[src/logic/srio_pkg.sv]
package srio_pkg;
	localparam int unsigned CLK_MHZ = 200;
	localparam int unsigned HOLD_MS = 100;
	localparam int unsigned HOLD_CYCLES = HOLD_MS * CLK_MHZ * 1000;
	localparam int unsigned SLOT_W = 2;
	localparam int unsigned GPIO_W = 4;
	localparam int unsigned JIT_W = 16;
	// jitter in units of 0.01 %
	localparam logic [15:0] RANGE_LIMIT = 16'h07D0;
	localparam logic [1:0] SLOT_HOME = 2'h0;
	localparam logic [1:0] SLOT_LAST = 2'h3;
	localparam logic [3:0] IND_RESET = 4'h0;
	localparam logic [3:0] GPIO_RESET = 4'h0;
	typedef logic [3:0] srio_nib_t;
endpackage

[src/logic/srio_req_if.sv]
`timescale 1ns/100ps
interface srio_req_if;
	logic req_n;
	logic fire;
	modport flt (input req_n, output fire);
	modport top (output req_n, input fire);
endinterface

[src/logic/srio_req_filter.sv]
`timescale 1ns/100ps
module srio_req_filter #(
	parameter int unsigned HOLD_CYC = srio_pkg::HOLD_CYCLES
) (
	// clock and reset
	input wire logic ref_clk_i,
	input wire logic rst_n_i,
	// request carrier
	srio_req_if.flt req
);
	import srio_pkg::*;
	localparam int unsigned CW = $clog2(HOLD_CYC + 1);
	localparam logic [CW-1:0] CNT_END = CW'(HOLD_CYC - 1);

	logic s1_r;
	logic s2_r;
	logic lvl_r;
	logic [CW-1:0] cnt_r;
	logic armed_r;
	logic fire_r;

	always_ff @(posedge ref_clk_i) begin
		if (!rst_n_i) begin
			s1_r <= 1'b1;
			s2_r <= 1'b1;
			lvl_r <= 1'b1;
		end else begin
			s1_r <= req.req_n;
			s2_r <= s1_r;
			lvl_r <= s2_r;
		end
	end

	// cycles the synced level has been stable
	always_ff @(posedge ref_clk_i) begin
		if (!rst_n_i)
			cnt_r <= '0;
		else if (s2_r != lvl_r)
			cnt_r <= '0;
		else if (cnt_r != CNT_END)
			cnt_r <= cnt_r + 1'b1;
	end

	always_ff @(posedge ref_clk_i) begin
		if (!rst_n_i) begin
			armed_r <= 1'b1;
			fire_r <= 1'b0;
		end else begin
			fire_r <= 1'b0;
			if (armed_r && !s2_r && s2_r == lvl_r && cnt_r == CNT_END) begin
				fire_r <= 1'b1;
				armed_r <= 1'b0;
			end else if (!armed_r && s2_r && s2_r == lvl_r && cnt_r == CNT_END) begin
				armed_r <= 1'b1;
			end
		end
	end

	assign req.fire = fire_r;

	a_fire_single: assert property (@(posedge ref_clk_i) disable iff (!rst_n_i)
		fire_r |=> !fire_r && !armed_r) else $error("request fired twice");
	a_fire_low_held: assert property (@(posedge ref_clk_i) disable iff (!rst_n_i)
		$rose(fire_r) |-> $past(!s2_r && cnt_r == CNT_END))
		else $error("fire without hold");
	a_rearm_high: assert property (@(posedge ref_clk_i) disable iff (!rst_n_i)
		$rose(armed_r) |-> $past(s2_r)) else $error("rearmed while low");
endmodule

[src/logic/srio_ext_io.sv]
// What this block does
// - step-up held low 100 ms adds one, or selects slot 1 if invalid
// - step-down held low 100 ms subtracts one, or selects slot 1 if invalid
// - home held low 100 ms selects slot 1
// - slot indicators driven one-hot per slot
// - panel change invalidates, indicators all low
// - jitter above threshold: pass low, fail high
// - range flag low above 20 percent
// - range flag settles within interval plus 50 ms
// - latency may reach 200 ms when adjusting
// - general inputs sampled, returned on query
// - host written nibble held on outputs
`timescale 1ns/100ps
module srio_ext_io #(
	parameter int unsigned HOLD_CYC = srio_pkg::HOLD_CYCLES
) (
	// clock and reset
	input wire logic ref_clk_i,
	input wire logic rst_n_i,
	// recall request pins, active low
	input wire logic step_up_request_n_i,
	input wire logic step_down_request_n_i,
	input wire logic home_request_n_i,
	// general purpose pins
	input wire srio_pkg::srio_nib_t general_in_bits_i,
	output srio_pkg::srio_nib_t general_out_bits_o,
	// host side port access
	input wire logic input_port_query_i,
	output srio_pkg::srio_nib_t input_port_value_o,
	output logic input_port_ready_o,
	input wire logic output_port_write_i,
	input wire srio_pkg::srio_nib_t output_port_data_i,
	// panel and recall handshake
	input wire logic panel_changed_i,
	output logic recall_o,
	output logic [srio_pkg::SLOT_W-1:0] recall_slot_o,
	output srio_pkg::srio_nib_t slot_indicator_bits_o,
	// measurement
	input wire logic jitter_valid_i,
	input wire logic [srio_pkg::JIT_W-1:0] jitter_value_i,
	input wire logic [srio_pkg::JIT_W-1:0] judgement_threshold_i,
	output logic pass_output_o,
	output logic fail_output_o,
	output logic within_range_flag_o
);
	import srio_pkg::*;

	srio_req_if up_if();
	srio_req_if dn_if();
	srio_req_if hm_if();

	assign up_if.req_n = step_up_request_n_i;
	assign dn_if.req_n = step_down_request_n_i;
	assign hm_if.req_n = home_request_n_i;

	srio_req_filter #(.HOLD_CYC(HOLD_CYC)) u_up (
		.ref_clk_i(ref_clk_i),
		.rst_n_i(rst_n_i),
		.req(up_if.flt)
	);
	srio_req_filter #(.HOLD_CYC(HOLD_CYC)) u_dn (
		.ref_clk_i(ref_clk_i),
		.rst_n_i(rst_n_i),
		.req(dn_if.flt)
	);
	srio_req_filter #(.HOLD_CYC(HOLD_CYC)) u_hm (
		.ref_clk_i(ref_clk_i),
		.rst_n_i(rst_n_i),
		.req(hm_if.flt)
	);

	logic fire_up;
	logic fire_dn;
	logic fire_hm;
	logic any_fire;
	assign fire_up = up_if.fire;
	assign fire_dn = dn_if.fire;
	assign fire_hm = hm_if.fire;
	assign any_fire = fire_up | fire_dn | fire_hm;

	// slot pointer
	logic [SLOT_W-1:0] slot_r;
	logic [SLOT_W-1:0] slot_nxt;
	logic valid_r;
	logic valid_nxt;

	// home beats step-up beats step-down if misused together
	always_comb begin
		slot_nxt = slot_r;
		valid_nxt = valid_r;
		if (fire_hm) begin
			slot_nxt = SLOT_HOME;
			valid_nxt = 1'b1;
		end else if (fire_up) begin
			slot_nxt = valid_r ? slot_r + 1'b1 : SLOT_HOME;
			valid_nxt = 1'b1;
		end else if (fire_dn) begin
			slot_nxt = valid_r ? slot_r - 1'b1 : SLOT_HOME;
			valid_nxt = 1'b1;
		end else if (panel_changed_i) begin
			valid_nxt = 1'b0;
		end
	end

	always_ff @(posedge ref_clk_i) begin
		if (!rst_n_i) begin
			slot_r <= SLOT_HOME;
			valid_r <= 1'b0;
			slot_indicator_bits_o <= IND_RESET;
		end else begin
			slot_r <= slot_nxt;
			valid_r <= valid_nxt;
			slot_indicator_bits_o <= valid_nxt ? (4'h1 << slot_nxt) : IND_RESET;
		end
	end

	always_ff @(posedge ref_clk_i) begin
		if (!rst_n_i) begin
			recall_o <= 1'b0;
			recall_slot_o <= SLOT_HOME;
		end else begin
			recall_o <= any_fire;
			if (any_fire)
				recall_slot_o <= slot_nxt;
		end
	end

	// general inputs come from pins: two-stage synchroniser
	srio_nib_t gin_s1_r;
	srio_nib_t gin_s2_r;
	always_ff @(posedge ref_clk_i) begin
		if (!rst_n_i) begin
			gin_s1_r <= GPIO_RESET;
			gin_s2_r <= GPIO_RESET;
		end else begin
			gin_s1_r <= general_in_bits_i;
			gin_s2_r <= gin_s1_r;
		end
	end

	always_ff @(posedge ref_clk_i) begin
		if (!rst_n_i) begin
			input_port_value_o <= GPIO_RESET;
			input_port_ready_o <= 1'b0;
		end else begin
			input_port_ready_o <= input_port_query_i;
			if (input_port_query_i)
				input_port_value_o <= gin_s2_r;
		end
	end

	always_ff @(posedge ref_clk_i) begin
		if (!rst_n_i)
			general_out_bits_o <= GPIO_RESET;
		else if (output_port_write_i)
			general_out_bits_o <= output_port_data_i;
	end

	// judgement and range, updated one cycle after each new value
	always_ff @(posedge ref_clk_i) begin
		if (!rst_n_i) begin
			pass_output_o <= 1'b0;
			fail_output_o <= 1'b0;
			within_range_flag_o <= 1'b0;
		end else if (jitter_valid_i) begin
			fail_output_o <= jitter_value_i > judgement_threshold_i;
			pass_output_o <= !(jitter_value_i > judgement_threshold_i);
			within_range_flag_o <= jitter_value_i <= RANGE_LIMIT;
		end
	end

	a_home_slot: assert property (@(posedge ref_clk_i) disable iff (!rst_n_i)
		fire_hm |=> slot_indicator_bits_o == 4'h1 && recall_o)
		else $error("home not slot 1");
	a_up_wrap: assert property (@(posedge ref_clk_i) disable iff (!rst_n_i)
		fire_up && !fire_hm && valid_r && slot_r == SLOT_LAST
		|=> slot_indicator_bits_o == 4'h1) else $error("step up did not wrap");
	a_down_wrap: assert property (@(posedge ref_clk_i) disable iff (!rst_n_i)
		fire_dn && !fire_up && !fire_hm && valid_r && slot_r == SLOT_HOME
		|=> slot_indicator_bits_o == 4'h8) else $error("step down did not wrap");
	a_step_invalid: assert property (@(posedge ref_clk_i) disable iff (!rst_n_i)
		(fire_up || fire_dn) && !fire_hm && !valid_r
		|=> slot_indicator_bits_o == 4'h1 && recall_slot_o == SLOT_HOME)
		else $error("step from invalid not slot 1");
	a_down_step: assert property (@(posedge ref_clk_i) disable iff (!rst_n_i)
		fire_dn && !fire_up && !fire_hm && valid_r
		|=> slot_r == $past(slot_r) - 2'h1 && recall_o) else $error("step down wrong");
	a_up_step: assert property (@(posedge ref_clk_i) disable iff (!rst_n_i)
		fire_up && !fire_hm && valid_r
		|=> slot_r == $past(slot_r) + 2'h1 && recall_o) else $error("step up wrong");
	a_ind_onehot: assert property (@(posedge ref_clk_i) disable iff (!rst_n_i)
		##1 (valid_r ? slot_indicator_bits_o == (4'h1 << slot_r)
		: slot_indicator_bits_o == 4'h0)) else $error("indicator mismatch");
	a_recall_match: assert property (@(posedge ref_clk_i) disable iff (!rst_n_i)
		recall_o |-> slot_indicator_bits_o == (4'h1 << recall_slot_o))
		else $error("recall slot and indicator differ");
	a_ind_hold: assert property (@(posedge ref_clk_i) disable iff (!rst_n_i)
		!any_fire && !panel_changed_i |=> $stable(slot_indicator_bits_o))
		else $error("indicator changed without cause");
	a_recall_once: assert property (@(posedge ref_clk_i) disable iff (!rst_n_i)
		recall_o |=> !recall_o)
		else $error("recall longer than one cycle");
	a_panel_invalid: assert property (@(posedge ref_clk_i) disable iff (!rst_n_i)
		panel_changed_i && !any_fire |=> slot_indicator_bits_o == 4'h0 && !valid_r)
		else $error("change not invalidating");
	a_fail_judgement_threshold: assert property (@(posedge ref_clk_i) disable iff (!rst_n_i)
		jitter_valid_i && jitter_value_i > judgement_threshold_i
		|=> fail_output_o && !pass_output_o) else $error("fail judgement wrong");
	a_pass_judgement_threshold: assert property (@(posedge ref_clk_i) disable iff (!rst_n_i)
		jitter_valid_i && jitter_value_i <= judgement_threshold_i
		|=> pass_output_o && !fail_output_o) else $error("pass judgement wrong");
	a_judgement_threshold_exclusive: assert property (@(posedge ref_clk_i) disable iff (!rst_n_i)
		!(pass_output_o && fail_output_o))
		else $error("pass and fail together");
	a_range_flag: assert property (@(posedge ref_clk_i) disable iff (!rst_n_i)
		jitter_valid_i |=> within_range_flag_o == ($past(jitter_value_i) <= RANGE_LIMIT))
		else $error("range flag wrong");
	a_out_hold: assert property (@(posedge ref_clk_i) disable iff (!rst_n_i)
		!output_port_write_i |=> $stable(general_out_bits_o))
		else $error("output changed");
	a_in_sample: assert property (@(posedge ref_clk_i) disable iff (!rst_n_i)
		input_port_query_i |=> input_port_ready_o && input_port_value_o == $past(gin_s2_r))
		else $error("input sample wrong");
	a_ready_query: assert property (@(posedge ref_clk_i) disable iff (!rst_n_i)
		input_port_ready_o |-> $past(input_port_query_i))
		else $error("ready without query");
endmodule

[config.mk]
export PLATFORM = sky130hd
export DESIGN_NAME = srio_ext_io
export DESIGN_NICKNAME = d
export VERILOG_FILES = /design/src/logic/srio_pkg.sv /design/src/logic/srio_req_if.sv /design/src/logic/srio_req_filter.sv /design/src/logic/srio_ext_io.sv
export SDC_FILE = /design/constraint.sdc
export NUM_CORES = 1
export LEC_CHECK = 0
export BUFFER_PORTS_ARGS = -buffer_cell sky130_fd_sc_hd__buf_2
export CAP_MARGIN = 10
export CORE_MARGIN = 4
export CORE_UTILIZATION = 55
export DETAILED_ROUTE_END_ITERATION = 12
export PLACE_DENSITY = 0.82
export SLEW_MARGIN = 20
export SYNTH_ARGS = -nofsm -noshare
export SYNTH_HDL_FRONTEND = slang
export SYNTH_SLANG_ARGS = --single-unit
[constraint.sdc]
create_clock -name ref_clk_i -period 2.45 [get_ports ref_clk_i]
set_input_delay 0.245 -clock ref_clk_i [delete_from_list [all_inputs] [get_ports ref_clk_i]]
set_output_delay 0.245 -clock ref_clk_i [all_outputs]
set_load 0.01 [all_outputs]
==> implementation parameters, run 1 <==
Parameter                              Value

Global routing
  Maximum number of pins on one net before global-route repair ... 26
  Total GRT Usage ... 21.4%
  Number of global-route vias before repair ... about 4,700
  Initial antenna violation count ... 0
  First-pass GRT wire length ... about 20,000 um
  Sum of overflow across all layers after global routing ... 0

Clock tree
  H-tree depth ... 4
  Clock latency of the later-clocked register in the worst-skew pair ... 0.52 ns
  Clock buffer count from CTS ... 17
  Clock slew at reported path FFs ... ~0.050 ns
  Clock Sinks ... 120
  Post_cts resized ... 0
  Buffer levels on the longest clock path ... 2
  Library cell used as clock root buffer ... sky130_fd_sc_hd__clkbuf_8
  TritonCTS clock tree ... yes

Floorplanning
  Floorplan die area ... between 10,000 and 15,000 sq um
  Die H ... 108 um
  Total number of placement rows ... 36
  Area of the core region ... 9730 sq um
  Ports ... 68
  Floorplan die width ... 108 um
  Effective utilization at floorplan ... 56.3%

Timing
  Upper clock frequency limit ... 502 MHz
  Time the worst path needs with I/O delays and setup ... roughly 2.0 ns
  Final max-slew violation count ... 0
  Final cycle utilization of the critical path ... 81.3%
  Worst hold-check slack ... 0.0395 ns
  Setup TNS ... 0 ns
  Final setup fails ... 0
  Setup Skew ... 0.00832 ns
  Number of endpoints with negative hold slack in the final report ... 0
  Worst-margin pin slew ... 0.783 ns
  Unrepaired setup endpoints after global routing ... false
  Rel. slew slack ... 47.6%

Yosys
  Post-synthesis register bit count ... 120
  Syn. warnings ... 0
  Mapped Cells ... 621
  Share of synthesized area occupied by flip-flops and latches ... 43.9%
  Top FF cell, synth ... sky130_fd_sc_hd__dfxtp_1
  Average cell area after synthesis ... 8.82 sq um
  Syn nets ... 689
  Cell taking the most area after synthesis ... sky130_fd_sc_hd__dfxtp_1
  Synth unique cells ... 53
  Post-Synthesis Cell Area ... 5480 sq um
  Share of Yosys cell area claimed by the top area cell type ... 43.9%
  EDFF count, synth ... 0
  Async set or reset register ratio after synthesis ... 0%
  Largest cells by area after synthesis ... sky130_fd_sc_hd__dfxtp_1 44%, sky130_fd_sc_hd__nor2_1 4.7%, sky130_fd_sc_hd__xnor2_1 4.6%

Route
  Average routed wire per standard cell ... between 10 and 15 um
  Final antenna-violating net count ... 0
  Post-DR vias/cell ... between 5 and 6
  Total via count after detailed routing ... 4,670
  Starting DRC count in detailed routing ... roughly 220
  Routed wire length ... 11,500 um
  Number of remaining DRC errors ... 0
  Number of search-and-repair iterations in the first detailed-routing pass ... 6

Placement
  Placer congestion estimate ... 0.849
  Port-buffer cells ... 67
  Post-detail-place hpwl ... 8070 um

Final layout
  Most common cell after layout, fill and taps aside ... sky130_fd_sc_hd__dfxtp_1
  Nets@finish ... approximately 770
  Layout cells sized above 1 ... 14.7%
  Antenna cells ... 0
  Area added between synthesis and finish ... 19.1%
  Most frequent cells in the layout ... 120 x sky130_fd_sc_hd__dfxtp_1, 69 x sky130_fd_sc_hd__nor2_1, 67 x sky130_fd_sc_hd__buf_2

Status
  Run status ... completed

Worst setup path
  Critical Path AT ... between 2 and 2.5 ns
  Startpoint type of the worst setup path ... flip-flop
  Critical path capture point type ... flip-flop
  Top fanout value on the critical path ... 10
  Crit Path Category ... reg2reg
  Required time reported for the critical path endpoint ... between 2 and 3 ns

Power
  Leakage power summed over all cells ... 2.56 nW
  Worst-case vdd ir drop ... 0.635 mV
  Power density cells ... roughly 670 nW/um^2

Min path
  Classification of the worst-slack hold path ... in2reg

Job
  Count of maximum capacitance violations ... 0
==> flip-flops by register name (all words and copies together), names as in the netlist, 2 cells and up <==
| name | count |
|---|---|
| gin_s1_r | 4 |
| slot_indicator_bits_o | 4 |
| input_port_value_o | 4 |
| recall_slot_o | 2 |
| u_up.cnt_r | 25 |
| general_out_bits_o | 4 |
| u_dn.cnt_r | 25 |
| slot_r | 2 |
| u_hm.cnt_r | 25 |
| gin_s2_r | 4 |
==> per-stage QoR <==
step	setup slack (ns)	util [%]	total power, mW	area [sq um]	cells
global placement	0.592	60.7	2.25	5910	803
finish	0.459	67.1	4.34	6520	845
floorplan	0.662	-	2.18	5480	621
detailed placement	0.483	60.7	2.27	5910	803
CTS	0.450	67.1	4.39	6520	845
global route	0.270	67.1	4.52	6520	845
==> path summary, 6_finish.rpt <==
| kind | start | to | slack (ns) | cells after the start |
|---|---|---|---|---|
| max reg2reg | u_dn.cnt_r[0]$_SDFFE_PP0N_ | u_dn.armed_r$_SDFFE_PN1P_ | 0.46 | 6 |
| min | panel_changed_i | valid_r$_SDFF_PN0_ | 0.04 | 3 |
| max | u_dn.cnt_r[0]$_SDFFE_PP0N_ | u_dn.armed_r$_SDFFE_PN1P_ | 0.46 | 6 |
| min reg2reg | u_hm.s1_r$_SDFF_PN1_ | u_hm.s2_r$_SDFF_PN1_ | 0.40 | 1 |
==> Yosys cell counts, types with 2 or more instances <==
| library cell | n |
|---|---|
| sky130_fd_sc_hd__a211oi_1 | 3 |
| sky130_fd_sc_hd__a21o_1 | 2 |
| sky130_fd_sc_hd__a21oi_1 | 33 |
| sky130_fd_sc_hd__a31oi_1 | 6 |
| sky130_fd_sc_hd__and2_1 | 16 |
| sky130_fd_sc_hd__and3_1 | 8 |
| sky130_fd_sc_hd__and4_1 | 16 |
| sky130_fd_sc_hd__buf_1 | 2 |
| sky130_fd_sc_hd__buf_6 | 2 |
| sky130_fd_sc_hd__clkbuf_1 | 16 |
| sky130_fd_sc_hd__dfxtp_1 | 120 |
| sky130_fd_sc_hd__ha_1 | 19 |
| sky130_fd_sc_hd__inv_1 | 29 |
| sky130_fd_sc_hd__mux2i_1 | 12 |
| sky130_fd_sc_hd__nand2_1 | 42 |
| sky130_fd_sc_hd__nand2b_1 | 12 |
| sky130_fd_sc_hd__nand3_1 | 26 |
| sky130_fd_sc_hd__nand4_1 | 20 |
| sky130_fd_sc_hd__nor2_1 | 69 |
| sky130_fd_sc_hd__nor2b_1 | 12 |
| sky130_fd_sc_hd__nor3_1 | 20 |
| sky130_fd_sc_hd__nor3b_1 | 5 |
| sky130_fd_sc_hd__nor4_1 | 5 |
| sky130_fd_sc_hd__nor4b_1 | 9 |
| sky130_fd_sc_hd__nor4bb_1 | 2 |
| sky130_fd_sc_hd__o2111ai_1 | 2 |
| sky130_fd_sc_hd__o211ai_1 | 4 |
| sky130_fd_sc_hd__o21a_1 | 2 |
| sky130_fd_sc_hd__o21ai_0 | 14 |
| sky130_fd_sc_hd__o21ai_1 | 3 |
| sky130_fd_sc_hd__o311ai_1 | 2 |
| sky130_fd_sc_hd__o31ai_1 | 4 |
| sky130_fd_sc_hd__o41ai_1 | 2 |
| sky130_fd_sc_hd__or3_1 | 11 |
| sky130_fd_sc_hd__or4_1 | 3 |
| sky130_fd_sc_hd__xnor2_1 | 29 |
| sky130_fd_sc_hd__xor2_1 | 23 |
==> cells by family (layout without fill, tap and decap cells) <==
kind of cell	after synthesis	count (layout)	synth area share, %
AND/OR/NAND/NOR	283	283	28.1
buffers and inverters	51	142	3.81
adder cells (fa/ha/maj)	19	19	4.34
multiplexers	12	12	2.19
XOR/XNOR	52	52	8.31
flip-flops	120	120	43.9
AO/OA/AOI/OAI	84	84	9.37
==> critical path: stages, from the launching register on <==
cell and delay, ns:
sky130_fd_sc_hd__dfxtp_1 0.36, sky130_fd_sc_hd__ha_1 0.20, sky130_fd_sc_hd__and4_1 0.29, sky130_fd_sc_hd__nand4_1 0.25
sky130_fd_sc_hd__nor3_4 0.45, sky130_fd_sc_hd__mux2i_1 0.25, sky130_fd_sc_hd__o21ai_1 0.07
==> power breakdown <==
part	total [mW]	internal [mW]	switching (mW)
Clock	2.10	1.27	0.831
Sequential	2.01	1.99	0.0200
Combinational	0.236	0.111	0.125
Total	4.34	3.37	0.976
==> timing repair <==
item,CTS,global route
hold buffers,11,0
buffers inserted,0,0
endpoints found under the hold margin,11,0
==> cell type report <==
class / instances / area (sq um)
flip-flops and latches: 120 / 2400
clock inverters: 10 / 55.1
repair buffers: 82 / 475
multi-input cells: 450 / 2870
clock buffers: 21 / 449
inverters: 29 / 109
well taps: 133 / 166
fillers: 795 / 3210
==> routing by layer <==
metal  vias up  GRT usage (%)  wire length (um)
li1       2350              -                 -
met1      2221           22.5              4680
met2        86           38.9              6110
met3        13           7.50               469
met4         0           8.48               201
met5         -              0                 0
(Power assumes the default switching activity.)
==> run 2, diff against run 1 <==
- ABC_AREA: not set -> 1
- CORE_UTILIZATION: 55 -> 53
- clock period: 2.45 -> 1.7 ns (I/O delays scaled with it)
==> run 2 against run 1 <==
- sequential power grew 45%
- via count grew 23%
- power is 63% higher
- sequential share of layout area shrank 4.2 points
- synthesized area up 7.9%
- register-to-register slack worse by 0.36 ns
- first-iteration DRC count increased by 46%
- clock skew is 0.0024 ns lower
- final area increased by 13%
- wire length rose by 23%
- critical path depth increased by 4
- largest cell class unchanged
==> implementation parameters, run 2 <==
Parameter                              Value

Status
  Run status ... completed

Timing
  Upper clock frequency limit ... 624 MHz (+24%)
  Rel. slew slack ... 66.5% (+19 points)
  Number of endpoints with negative hold slack in the final report ... 0 (unchanged)
  Final max-slew violation count ... 0 (unchanged)
  Time the worst path needs with I/O delays and setup ... 1.60 ns (-0.389 ns)
  Worst-margin pin slew ... 0.501 ns (-0.283 ns)
  Worst hold-check slack ... 0.0770 ns (+0.0375 ns)
  Setup slack after layout ... 0.0981 ns (-0.361 ns)
  Setup Skew ... 0.00590 ns (-0.00241 ns)
  Final setup fails ... 0 (unchanged)
  Final cycle utilization of the critical path ... 94.2% (+13 points)

Yosys
  Top FF cell, synth ... sky130_fd_sc_hd__dfxtp_1
  Share of Yosys cell area claimed by the top area cell type ... 40.6% (-3.2 points)
  Async set or reset register ratio after synthesis ... 0% (unchanged)
  Largest cells by area after synthesis ... sky130_fd_sc_hd__dfxtp_1 41%, sky130_fd_sc_hd__nand2_1 10%, sky130_fd_sc_hd__nor2_1 8.0%
  Cell taking the most area after synthesis ... sky130_fd_sc_hd__dfxtp_1
  Synth cell count leaders ... 160 x sky130_fd_sc_hd__nand2_1, 126 x sky130_fd_sc_hd__nor2_1, 120 x sky130_fd_sc_hd__dfxtp_1, 106 x sky130_fd_sc_hd__inv_1, 63 x sky130_fd_sc_hd__a21oi_1
  Average cell area after synthesis ... 7.09 sq um (-20%)
  Synth unique cells ... 34 (-36%)
  Post-Synthesis Cell Area ... 5910 sq um (+7.9%)
  Post-synthesis register bit count ... 120 (unchanged)
  Share of synthesized area occupied by flip-flops and latches ... 40.6% (-3.2 points)
  Syn. warnings ... 0 (unchanged)
  Mapped Cells ... 834 (+34%)
  EDFF count, synth ... 0 (unchanged)
  Syn nets ... 902 (+31%)
  Most common cell in the synthesized netlist ... sky130_fd_sc_hd__nand2_1

Clock tree
  Clock latency of the later-clocked register in the worst-skew pair ... 0.53 ns (about the same)
  TritonCTS clock tree ... yes
  Clock Sinks ... 120 (unchanged)
  H-tree depth ... 4 (unchanged)
  Buffer levels on the longest clock path ... 2 (unchanged)
  Clock slew at reported path FFs ... 0.06 ns (about the same)
  Clock buffer count from CTS ... 17 (unchanged)
  Library cell used as clock root buffer ... sky130_fd_sc_hd__clkbuf_8

Final layout
  Antenna cells ... 0 (unchanged)
  Largest registers ... u_dn.cnt_r: 25 flops, u_hm.cnt_r: 25 flops, u_up.cnt_r: 25 flops
  Final std cells w/o fill ... 1,096 (+30%)
  Area added between synthesis and finish ... 24.7%
  Fillcell total ... 847 (+6.5%)
  Share of the core filled with cells in the final layout ... 67.7% (+0.63 points)
  Layout cells sized above 1 ... 18.1% (+3.3 points)
  Nets@finish ... 1,011 (+32%)
  Most frequent cells in the layout ... 157 x sky130_fd_sc_hd__nand2_1, 125 x sky130_fd_sc_hd__nor2_1, 116 x sky130_fd_sc_hd__dfxtp_1
  Most common cell after layout, fill and taps aside ... sky130_fd_sc_hd__nand2_1

Worst setup path
  Startpoint type of the worst setup path ... flip-flop
  Top fanout value on the critical path ... 6 (-4)
  Required time reported for the critical path endpoint ... 2.15 ns (-0.69 ns)
  Worst setup path startpoint ... u_up.cnt_r[1]$_SDFFE_PP0N_
  FF-to-FF path depth ... 10 (+4)
  R2r endpoint ... u_up.cnt_r[10]$_SDFFE_PP0N_
  Reg-to-reg critical path startpoint ... u_up.cnt_r[1]$_SDFFE_PP0N_
  R2R Setup Slk ... 0.1 ns (-0.36 ns)
  Destination of the critical timing path ... u_up.cnt_r[10]$_SDFFE_PP0N_
  Critical path capture point type ... flip-flop
  Critical Path AT ... 2.05 ns (-0.33 ns)
  Crit Path Category ... reg2reg

Global routing
  Initial antenna violation count ... 0 (unchanged)
  Total GRT Usage ... 22.5% (+1.0 points)
  Sum of overflow across all layers after global routing ... 0 (unchanged)
  Number of global-route vias before repair ... 5,443 (+17%)
  First-pass GRT wire length ... 24,000 um (+20%)
  Maximum number of pins on one net before global-route repair ... 29 (+12%)

Job
  Count of maximum capacitance violations ... 0 (unchanged)

Route
  Total via count after detailed routing ... 5,737 (+23%)
  Average routed wire per standard cell ... 12.8 um (-5.4%)
  Routed wire length ... 14,100 um (+23%)
  Final antenna-violating net count ... 0 (unchanged)
  Post-DR vias/cell ... 5.23 (-5.3%)
  Number of remaining DRC errors ... 0 (unchanged)
  Starting DRC count in detailed routing ... 327 (+46%)
  Number of search-and-repair iterations in the first detailed-routing pass ... 5 (-1)

Placement
  Worst slack after detailed placement ... 0.0700 ns (-0.414 ns)
  Cell count after placement ... 1,043 (+30%)
  Post-detail-place hpwl ... 9370 um (+16%)
  Placer congestion estimate ... 0.900 (+5.9%)
  Port-buffer cells ... 67 (unchanged)

Floorplanning
  Die H ... 114 um (+5.4%)
  Total number of placement rows ... 38 (+5.6%)
  Effective utilization at floorplan ... 54.3% (-2.0 points)
  Area of the core region ... 10,900 sq um (+12%)
  Floorplan die area ... 12,900 sq um (+11%)
  Floorplan die width ... 114 um (+5.4%)
  Ports ... 68 (unchanged)

Power
  Worst-case vdd ir drop ... 0.623 mV (-2.0%)
  Power density cells ... 961 nW/um^2 (+44%)
  Leakage power summed over all cells ... 2.95 nW (+15%)

Min path
  Classification of the worst-slack hold path ... in2reg
run 2: cell count changes after synthesis, sizes merged, moves of 16 or more:
cell	before	now
nand2	42	170
inv	29	109
nor2	69	139
a21oi	33	63
xnor2	29	8
o21ai	17	36
and4	17	0
nand3	26	43
and2	16	0
or2	2	18
run 2: metal layers:
| metal | track usage, % | wire length (um) | part of all wire [%] | up-vias |
|---|---|---|---|---|
| li1 | - | - | - | 2934 |
| met1 | 27.5 | 6030 | 43 | 2580 |
| met2 | 37.2 | 6830 | 49 | 189 |
| met3 | 6.26 | 893 | 6.4 | 34 |
| met4 | 9.29 | 312 | 2.2 | 0 |
| met5 | 0 | 0 | 0 | - |
run 2: worst min-delay path by stage:
stage / startpoint / endpoint / slack, ns / cells past startpoint
after floorplan: input_port_query_i / input_port_ready_o$_SDFF_PN0_ / 0.26 / 2
after global placement: general_in_bits_i[0] / gin_s1_r[0]$_SDFF_PN0_ / 0.35 / 3
after detailed placement: general_in_bits_i[2] / gin_s1_r[2]$_SDFF_PN0_ / 0.36 / 3
after CTS: rst_n_i / u_up.cnt_r[21]$_SDFFE_PP0N_ / 0.06 / 5
after global routing: rst_n_i / u_hm.armed_r$_SDFFE_PN1P_ / 0.08 / 3
final: rst_n_i / u_up.cnt_r[20]$_SDFFE_PP0N_ / 0.08 / 5
run 2: repair_timing:
item	4_1_cts	5_1_grt
gates resized for setup	0	21
setup buffers	0	3
hold buffers	19	0
hold endpoints to repair	19	0
setup endpoints to repair	0	28
run 2: cells by family (layout without fill, tap and decap cells):
family	after synthesis	count (layout)	synth area share, %
buf+inv	120	242	7.81
simple gates	445	445	34.9
compound gates	109	109	9.50
flops	120	120	40.6
fa+ha+maj	19	19	4.02
xor+xnor	21	21	3.11
run 2: cell type report:
class	count	area, sq um	area share, %
Timing Repair Buffer	100	641	8.69
Tap cell	140	175	2.38
Multi-Input combinational cell	594	3110	42.3
Clock inverter	11	170	2.31
Inverter	110	413	5.60
Clock buffer	21	449	6.10
Sequential cell	120	2410	32.7
run 2: through the flow:
| step | power (mW) | area (sq um) | TNS, ns |
|---|---|---|---|
| detailed placement | 3.34 | 6470 | 0 |
| global route | 7.32 | 7370 | -0.0295 |
| global placement | 3.33 | 6470 | 0 |
| finish | 7.08 | 7370 | 0 |
| CTS | 7.10 | 7280 | 0 |
| floorplan | 3.17 | 5910 | 0 |
run 2: report_power, final:
group,internal [mW],switching [mW]
registers,2.87,0.0368
clock network,2.46,1.29
logic,0.203,0.221
run 2: critical path, cell delays in order, from the launching register on:
cell and delay, ns:
sky130_fd_sc_hd__dfxtp_2 0.35, sky130_fd_sc_hd__ha_4 0.16, sky130_fd_sc_hd__nand2_4 0.07, sky130_fd_sc_hd__nor2_4 0.14, sky130_fd_sc_hd__nand2_4 0.08, sky130_fd_sc_hd__nor2_4 0.19, sky130_fd_sc_hd__inv_2 0.08, sky130_fd_sc_hd__nor2_4 0.13
sky130_fd_sc_hd__inv_2 0.04, sky130_fd_sc_hd__or2_0 0.19, sky130_fd_sc_hd__a21oi_1 0.11
==> run 3, diff against run 2 <==
==> constraint.sdc (replaced) <==
create_clock -name ref_clk_i -period 1.7 [get_ports ref_clk_i]
set_input_delay 0.255 -clock ref_clk_i [delete_from_list [all_inputs] [get_ports ref_clk_i]]
set_output_delay 0.255 -clock ref_clk_i [all_outputs]
set_load 0.01 [all_outputs]
==> run 3 against run 2 <==
- global-route usage is 0.44 points lower
- clock skew hardly changed
- register-to-register slack hardly changed
- wire length is 2.2% lower
- final area is 0.76% lower
- flip-flop and latch count stayed put
- critical path type unchanged
- utilization is 0.52 points lower
- critical path depth stayed put
==> implementation parameters, run 3 (synthesis results as in run 2) <==
Parameter                              Value

Clock tree
  Clock slew at reported path FFs ... 0.06 ns (about the same)
  Clock buffer count from CTS ... 17 (unchanged)
  Clock Sinks ... 120 (unchanged)
  H-tree depth ... 4 (unchanged)
  Clock latency of the later-clocked register in the worst-skew pair ... 0.53 ns (about the same)
  Buffer levels on the longest clock path ... 2 (unchanged)
  Library cell used as clock root buffer ... sky130_fd_sc_hd__clkbuf_8
  TritonCTS clock tree ... yes

Worst setup path
  Critical Path AT ... 2.06 ns (about the same)
  Reg-to-reg critical path startpoint ... u_up.cnt_r[1]$_SDFFE_PP0N_
  Critical path capture point type ... flip-flop
  Top fanout value on the critical path ... 6 (unchanged)
  Required time reported for the critical path endpoint ... 2.15 ns (about the same)
  Crit Path Category ... reg2reg
  Worst-path cell chain ... ha_4, nand2_4, nor2_4, nand2_4, nor2_4, inv_2, nor2_4, inv_2, or2_0, a21oi_1
  CP max-delay cell ... sky130_fd_sc_hd__dfxtp_2
  Critical path's largest stage delay ... 0.35 ns (about the same)
  Most Frequent Cell on Critical Path ... sky130_fd_sc_hd__nor2_4
  Worst setup path startpoint ... u_up.cnt_r[1]$_SDFFE_PP0N_
  Buf/Inv on CP ... 2 (unchanged)
  FF-to-FF path depth ... 10 (unchanged)
  Startpoint type of the worst setup path ... flip-flop
  R2r endpoint ... u_up.cnt_r[10]$_SDFFE_PP0N_
  Kind of cell adding the most delay to the critical path ... simple AND/OR/NAND/NOR gates
  R2R Setup Slk ... 0.09 ns (about the same)

Power
  Share of power burned in registers ... 41.1% (about the same)
  Power density cells ... 966 nW/um^2 (+0.56%)
  Leakage power summed over all cells ... 2.93 nW (-0.78%)
  Worst-case vdd ir drop ... 0.620 mV (-0.44%)
  Relative contribution of the clock network to total power ... 53.1% (about the same)
  Combinational fraction of design power ... 5.8% (-0.2 points)
  Switching share of total power ... 21.9% (about the same)
  Switching power summed over all nets ... 1.55 mW (-0.20%)
  Internal power consumption ... 5.52 mW (-0.20%)

Timing
  Setup Skew ... 0.00620 ns (+0.000293 ns)
  Time the worst path needs with I/O delays and setup ... 1.61 ns (+0.00866 ns)
  Final setup fails ... 0 (unchanged)
  Final max-slew violation count ... 0 (unchanged)
  Setup TNS ... 0 ns (unchanged)
  Final cycle utilization of the critical path ... 94.7% (+0.51 points)
  Worst-margin pin slew ... 0.446 ns (-0.0549 ns)
  Upper clock frequency limit ... 621 MHz (-0.54%)
  Number of endpoints with negative hold slack in the final report ... 0 (unchanged)
  Unrepaired setup endpoints after global routing ... true
  Rel. slew slack ... 70.0% (+3.5 points)
  Setup slack after layout ... 0.0895 ns (-0.00866 ns)

Placement
  Port-buffer cells ... 67 (unchanged)
  Post-detail-place hpwl ... 9370 um (unchanged)
  Worst slack after detailed placement ... 0.0700 ns (unchanged)
  Placer congestion estimate ... 0.900 (unchanged)
  Post-placement cell area ... 6470 sq um (unchanged)

Floorplanning
  Ports ... 68 (unchanged)
  Area of the core region ... 10,900 sq um (unchanged)
  Effective utilization at floorplan ... 54.3% (unchanged)
  Die H ... 114 um (unchanged)
  Floorplan die area ... 12,900 sq um (unchanged)
  Floorplan die width ... 114 um (unchanged)
  Total number of placement rows ... 38 (unchanged)

Route
  Post-DR vias/cell ... 5.20 (-0.73%)
  Average routed wire per standard cell ... 12.6 um (-1.7%)
  Number of remaining DRC errors ... 0 (unchanged)
  Starting DRC count in detailed routing ... 317 (-3.1%)
  Routed wire length ... 13,800 um (-2.2%)
  Number of search-and-repair iterations in the first detailed-routing pass ... 5 (unchanged)
  Final antenna-violating net count ... 0 (unchanged)
  Total via count after detailed routing ... 5,669 (-1.2%)

Global routing
  Sum of overflow across all layers after global routing ... 0 (unchanged)
  Number of global-route vias before repair ... 5,399 (-0.81%)
  First-pass GRT wire length ... 23,600 um (-1.7%)
  Initial antenna violation count ... 0 (unchanged)
  Total GRT Usage ... 22.0% (-0.44 points)
  Maximum number of pins on one net before global-route repair ... 29 (unchanged)

Final layout
  Antenna cells ... 0 (unchanged)
  Most common cell after layout, fill and taps aside ... sky130_fd_sc_hd__nand2_1
  Share of the core filled with cells in the final layout ... 67.2% (-0.52 points)
  Nets@finish ... 1,006 (-0.49%)
  Finished layout cell area ... 7310 sq um (-0.76%)
  Area added between synthesis and finish ... 23.7%
  Most frequent cells in the layout ... 157 x sky130_fd_sc_hd__nand2_1, 125 x sky130_fd_sc_hd__nor2_1, 116 x sky130_fd_sc_hd__dfxtp_1
  Largest registers ... u_dn.cnt_r: 25 flops, u_hm.cnt_r: 25 flops, u_up.cnt_r: 25 flops
  Layout cells sized above 1 ... 18.1% (about the same)

Min path
  Hold wc startpoint ... jitter_value_i[11]
  Classification of the worst-slack hold path ... in2reg
  Hold Path Cell Cnt ... 4 (-1)
  Hold endpoint ... within_range_flag_o$_SDFFE_PN0P_

Status
  Run status ... completed

Job
  Count of maximum capacitance violations ... 0 (unchanged)
## run 3: changes by cell type in the layout (fill, tap and decap cells not counted)
cell,previous run,this run
sky130_fd_sc_hd__nand3_2,6,5
sky130_fd_sc_hd__nand4_2,1,0
sky130_fd_sc_hd__nand4_4,0,1
sky130_fd_sc_hd__ha_2,1,2
sky130_fd_sc_hd__nand3_1,37,38
sky130_fd_sc_hd__dlygate4sd3_1,18,13
sky130_fd_sc_hd__ha_4,2,1
## run 3: layout make-up
type                       instances  area [sq um]
clock buffer                      21           449
timing repair buffer              95           591
fill                             857          3570
sequential                       120          2410
clock inverter                    11           170
multi-input combinational        594          3110
inverter                         110           413
tap                              140           175
## run 3: power by group through the flow
| stage | logic (mW) | registers [mW] | clock network (mW) |
|---|---|---|---|
| 6_report | 0.408 | 2.90 | 3.75 |
| 4_1_cts | 0.405 | 2.90 | 3.78 |
| 5_1_grt | 0.473 | 2.91 | 3.92 |
| 3_3_place_gp | 0.370 | 2.96 | 0 |
| 2_1_floorplan | 0.207 | 2.97 | 0 |
| 3_5_place_dp | 0.377 | 2.96 | 0 |
## run 3: routing by layer
layer / up-vias / global-route usage [%] / wire length (um)
met2: 190 / 36.5 / 6610
li1: 2917 / - / -
met3: 35 / 6.37 / 921
met4: 0 / 8.89 / 315
met1: 2527 / 26.9 / 5910
met5: - / 0 / 0
## run 3: tightest hold or removal path, delay by kind of cell
family,cells,cell delay (ns)
AO/OA/AOI/OAI,2,0.13
AND/OR/NAND/NOR,1,0.04
buffers and inverters,1,0.09
## run 3: worst max-delay path by stage
| stage | to | cells after the start |
|---|---|---|
| global placement | u_dn.cnt_r[8]$_SDFFE_PP0N_ | 8 |
| floorplan | u_hm.armed_r$_SDFFE_PN1P_ | 10 |
| finish | u_up.cnt_r[10]$_SDFFE_PP0N_ | 10 |
| detailed placement | u_dn.cnt_r[6]$_SDFFE_PP0N_ | 7 |
| global route | u_hm.armed_r$_SDFFE_PN1P_ | 10 |
| CTS | u_dn.cnt_r[6]$_SDFFE_PP0N_ | 7 |
## run 3: timing repair
action                                  CTS  global route
buffers inserted                          0             3
hold buffers                             13             0
hold endpoints to repair                 13             0
gates resized for setup                   0            20
endpoints found under the setup margin    0            26
## run 3: metrics by stage
step	cells	power (mW)	hold WS (ns)
after floorplan	834	3.17	0.348
after global placement	1043	3.33	0.392
after detailed placement	1043	3.34	0.399
after CTS	1088	7.08	0.0198
after global routing	1091	7.30	0.0564
final	1091	7.07	0.0432
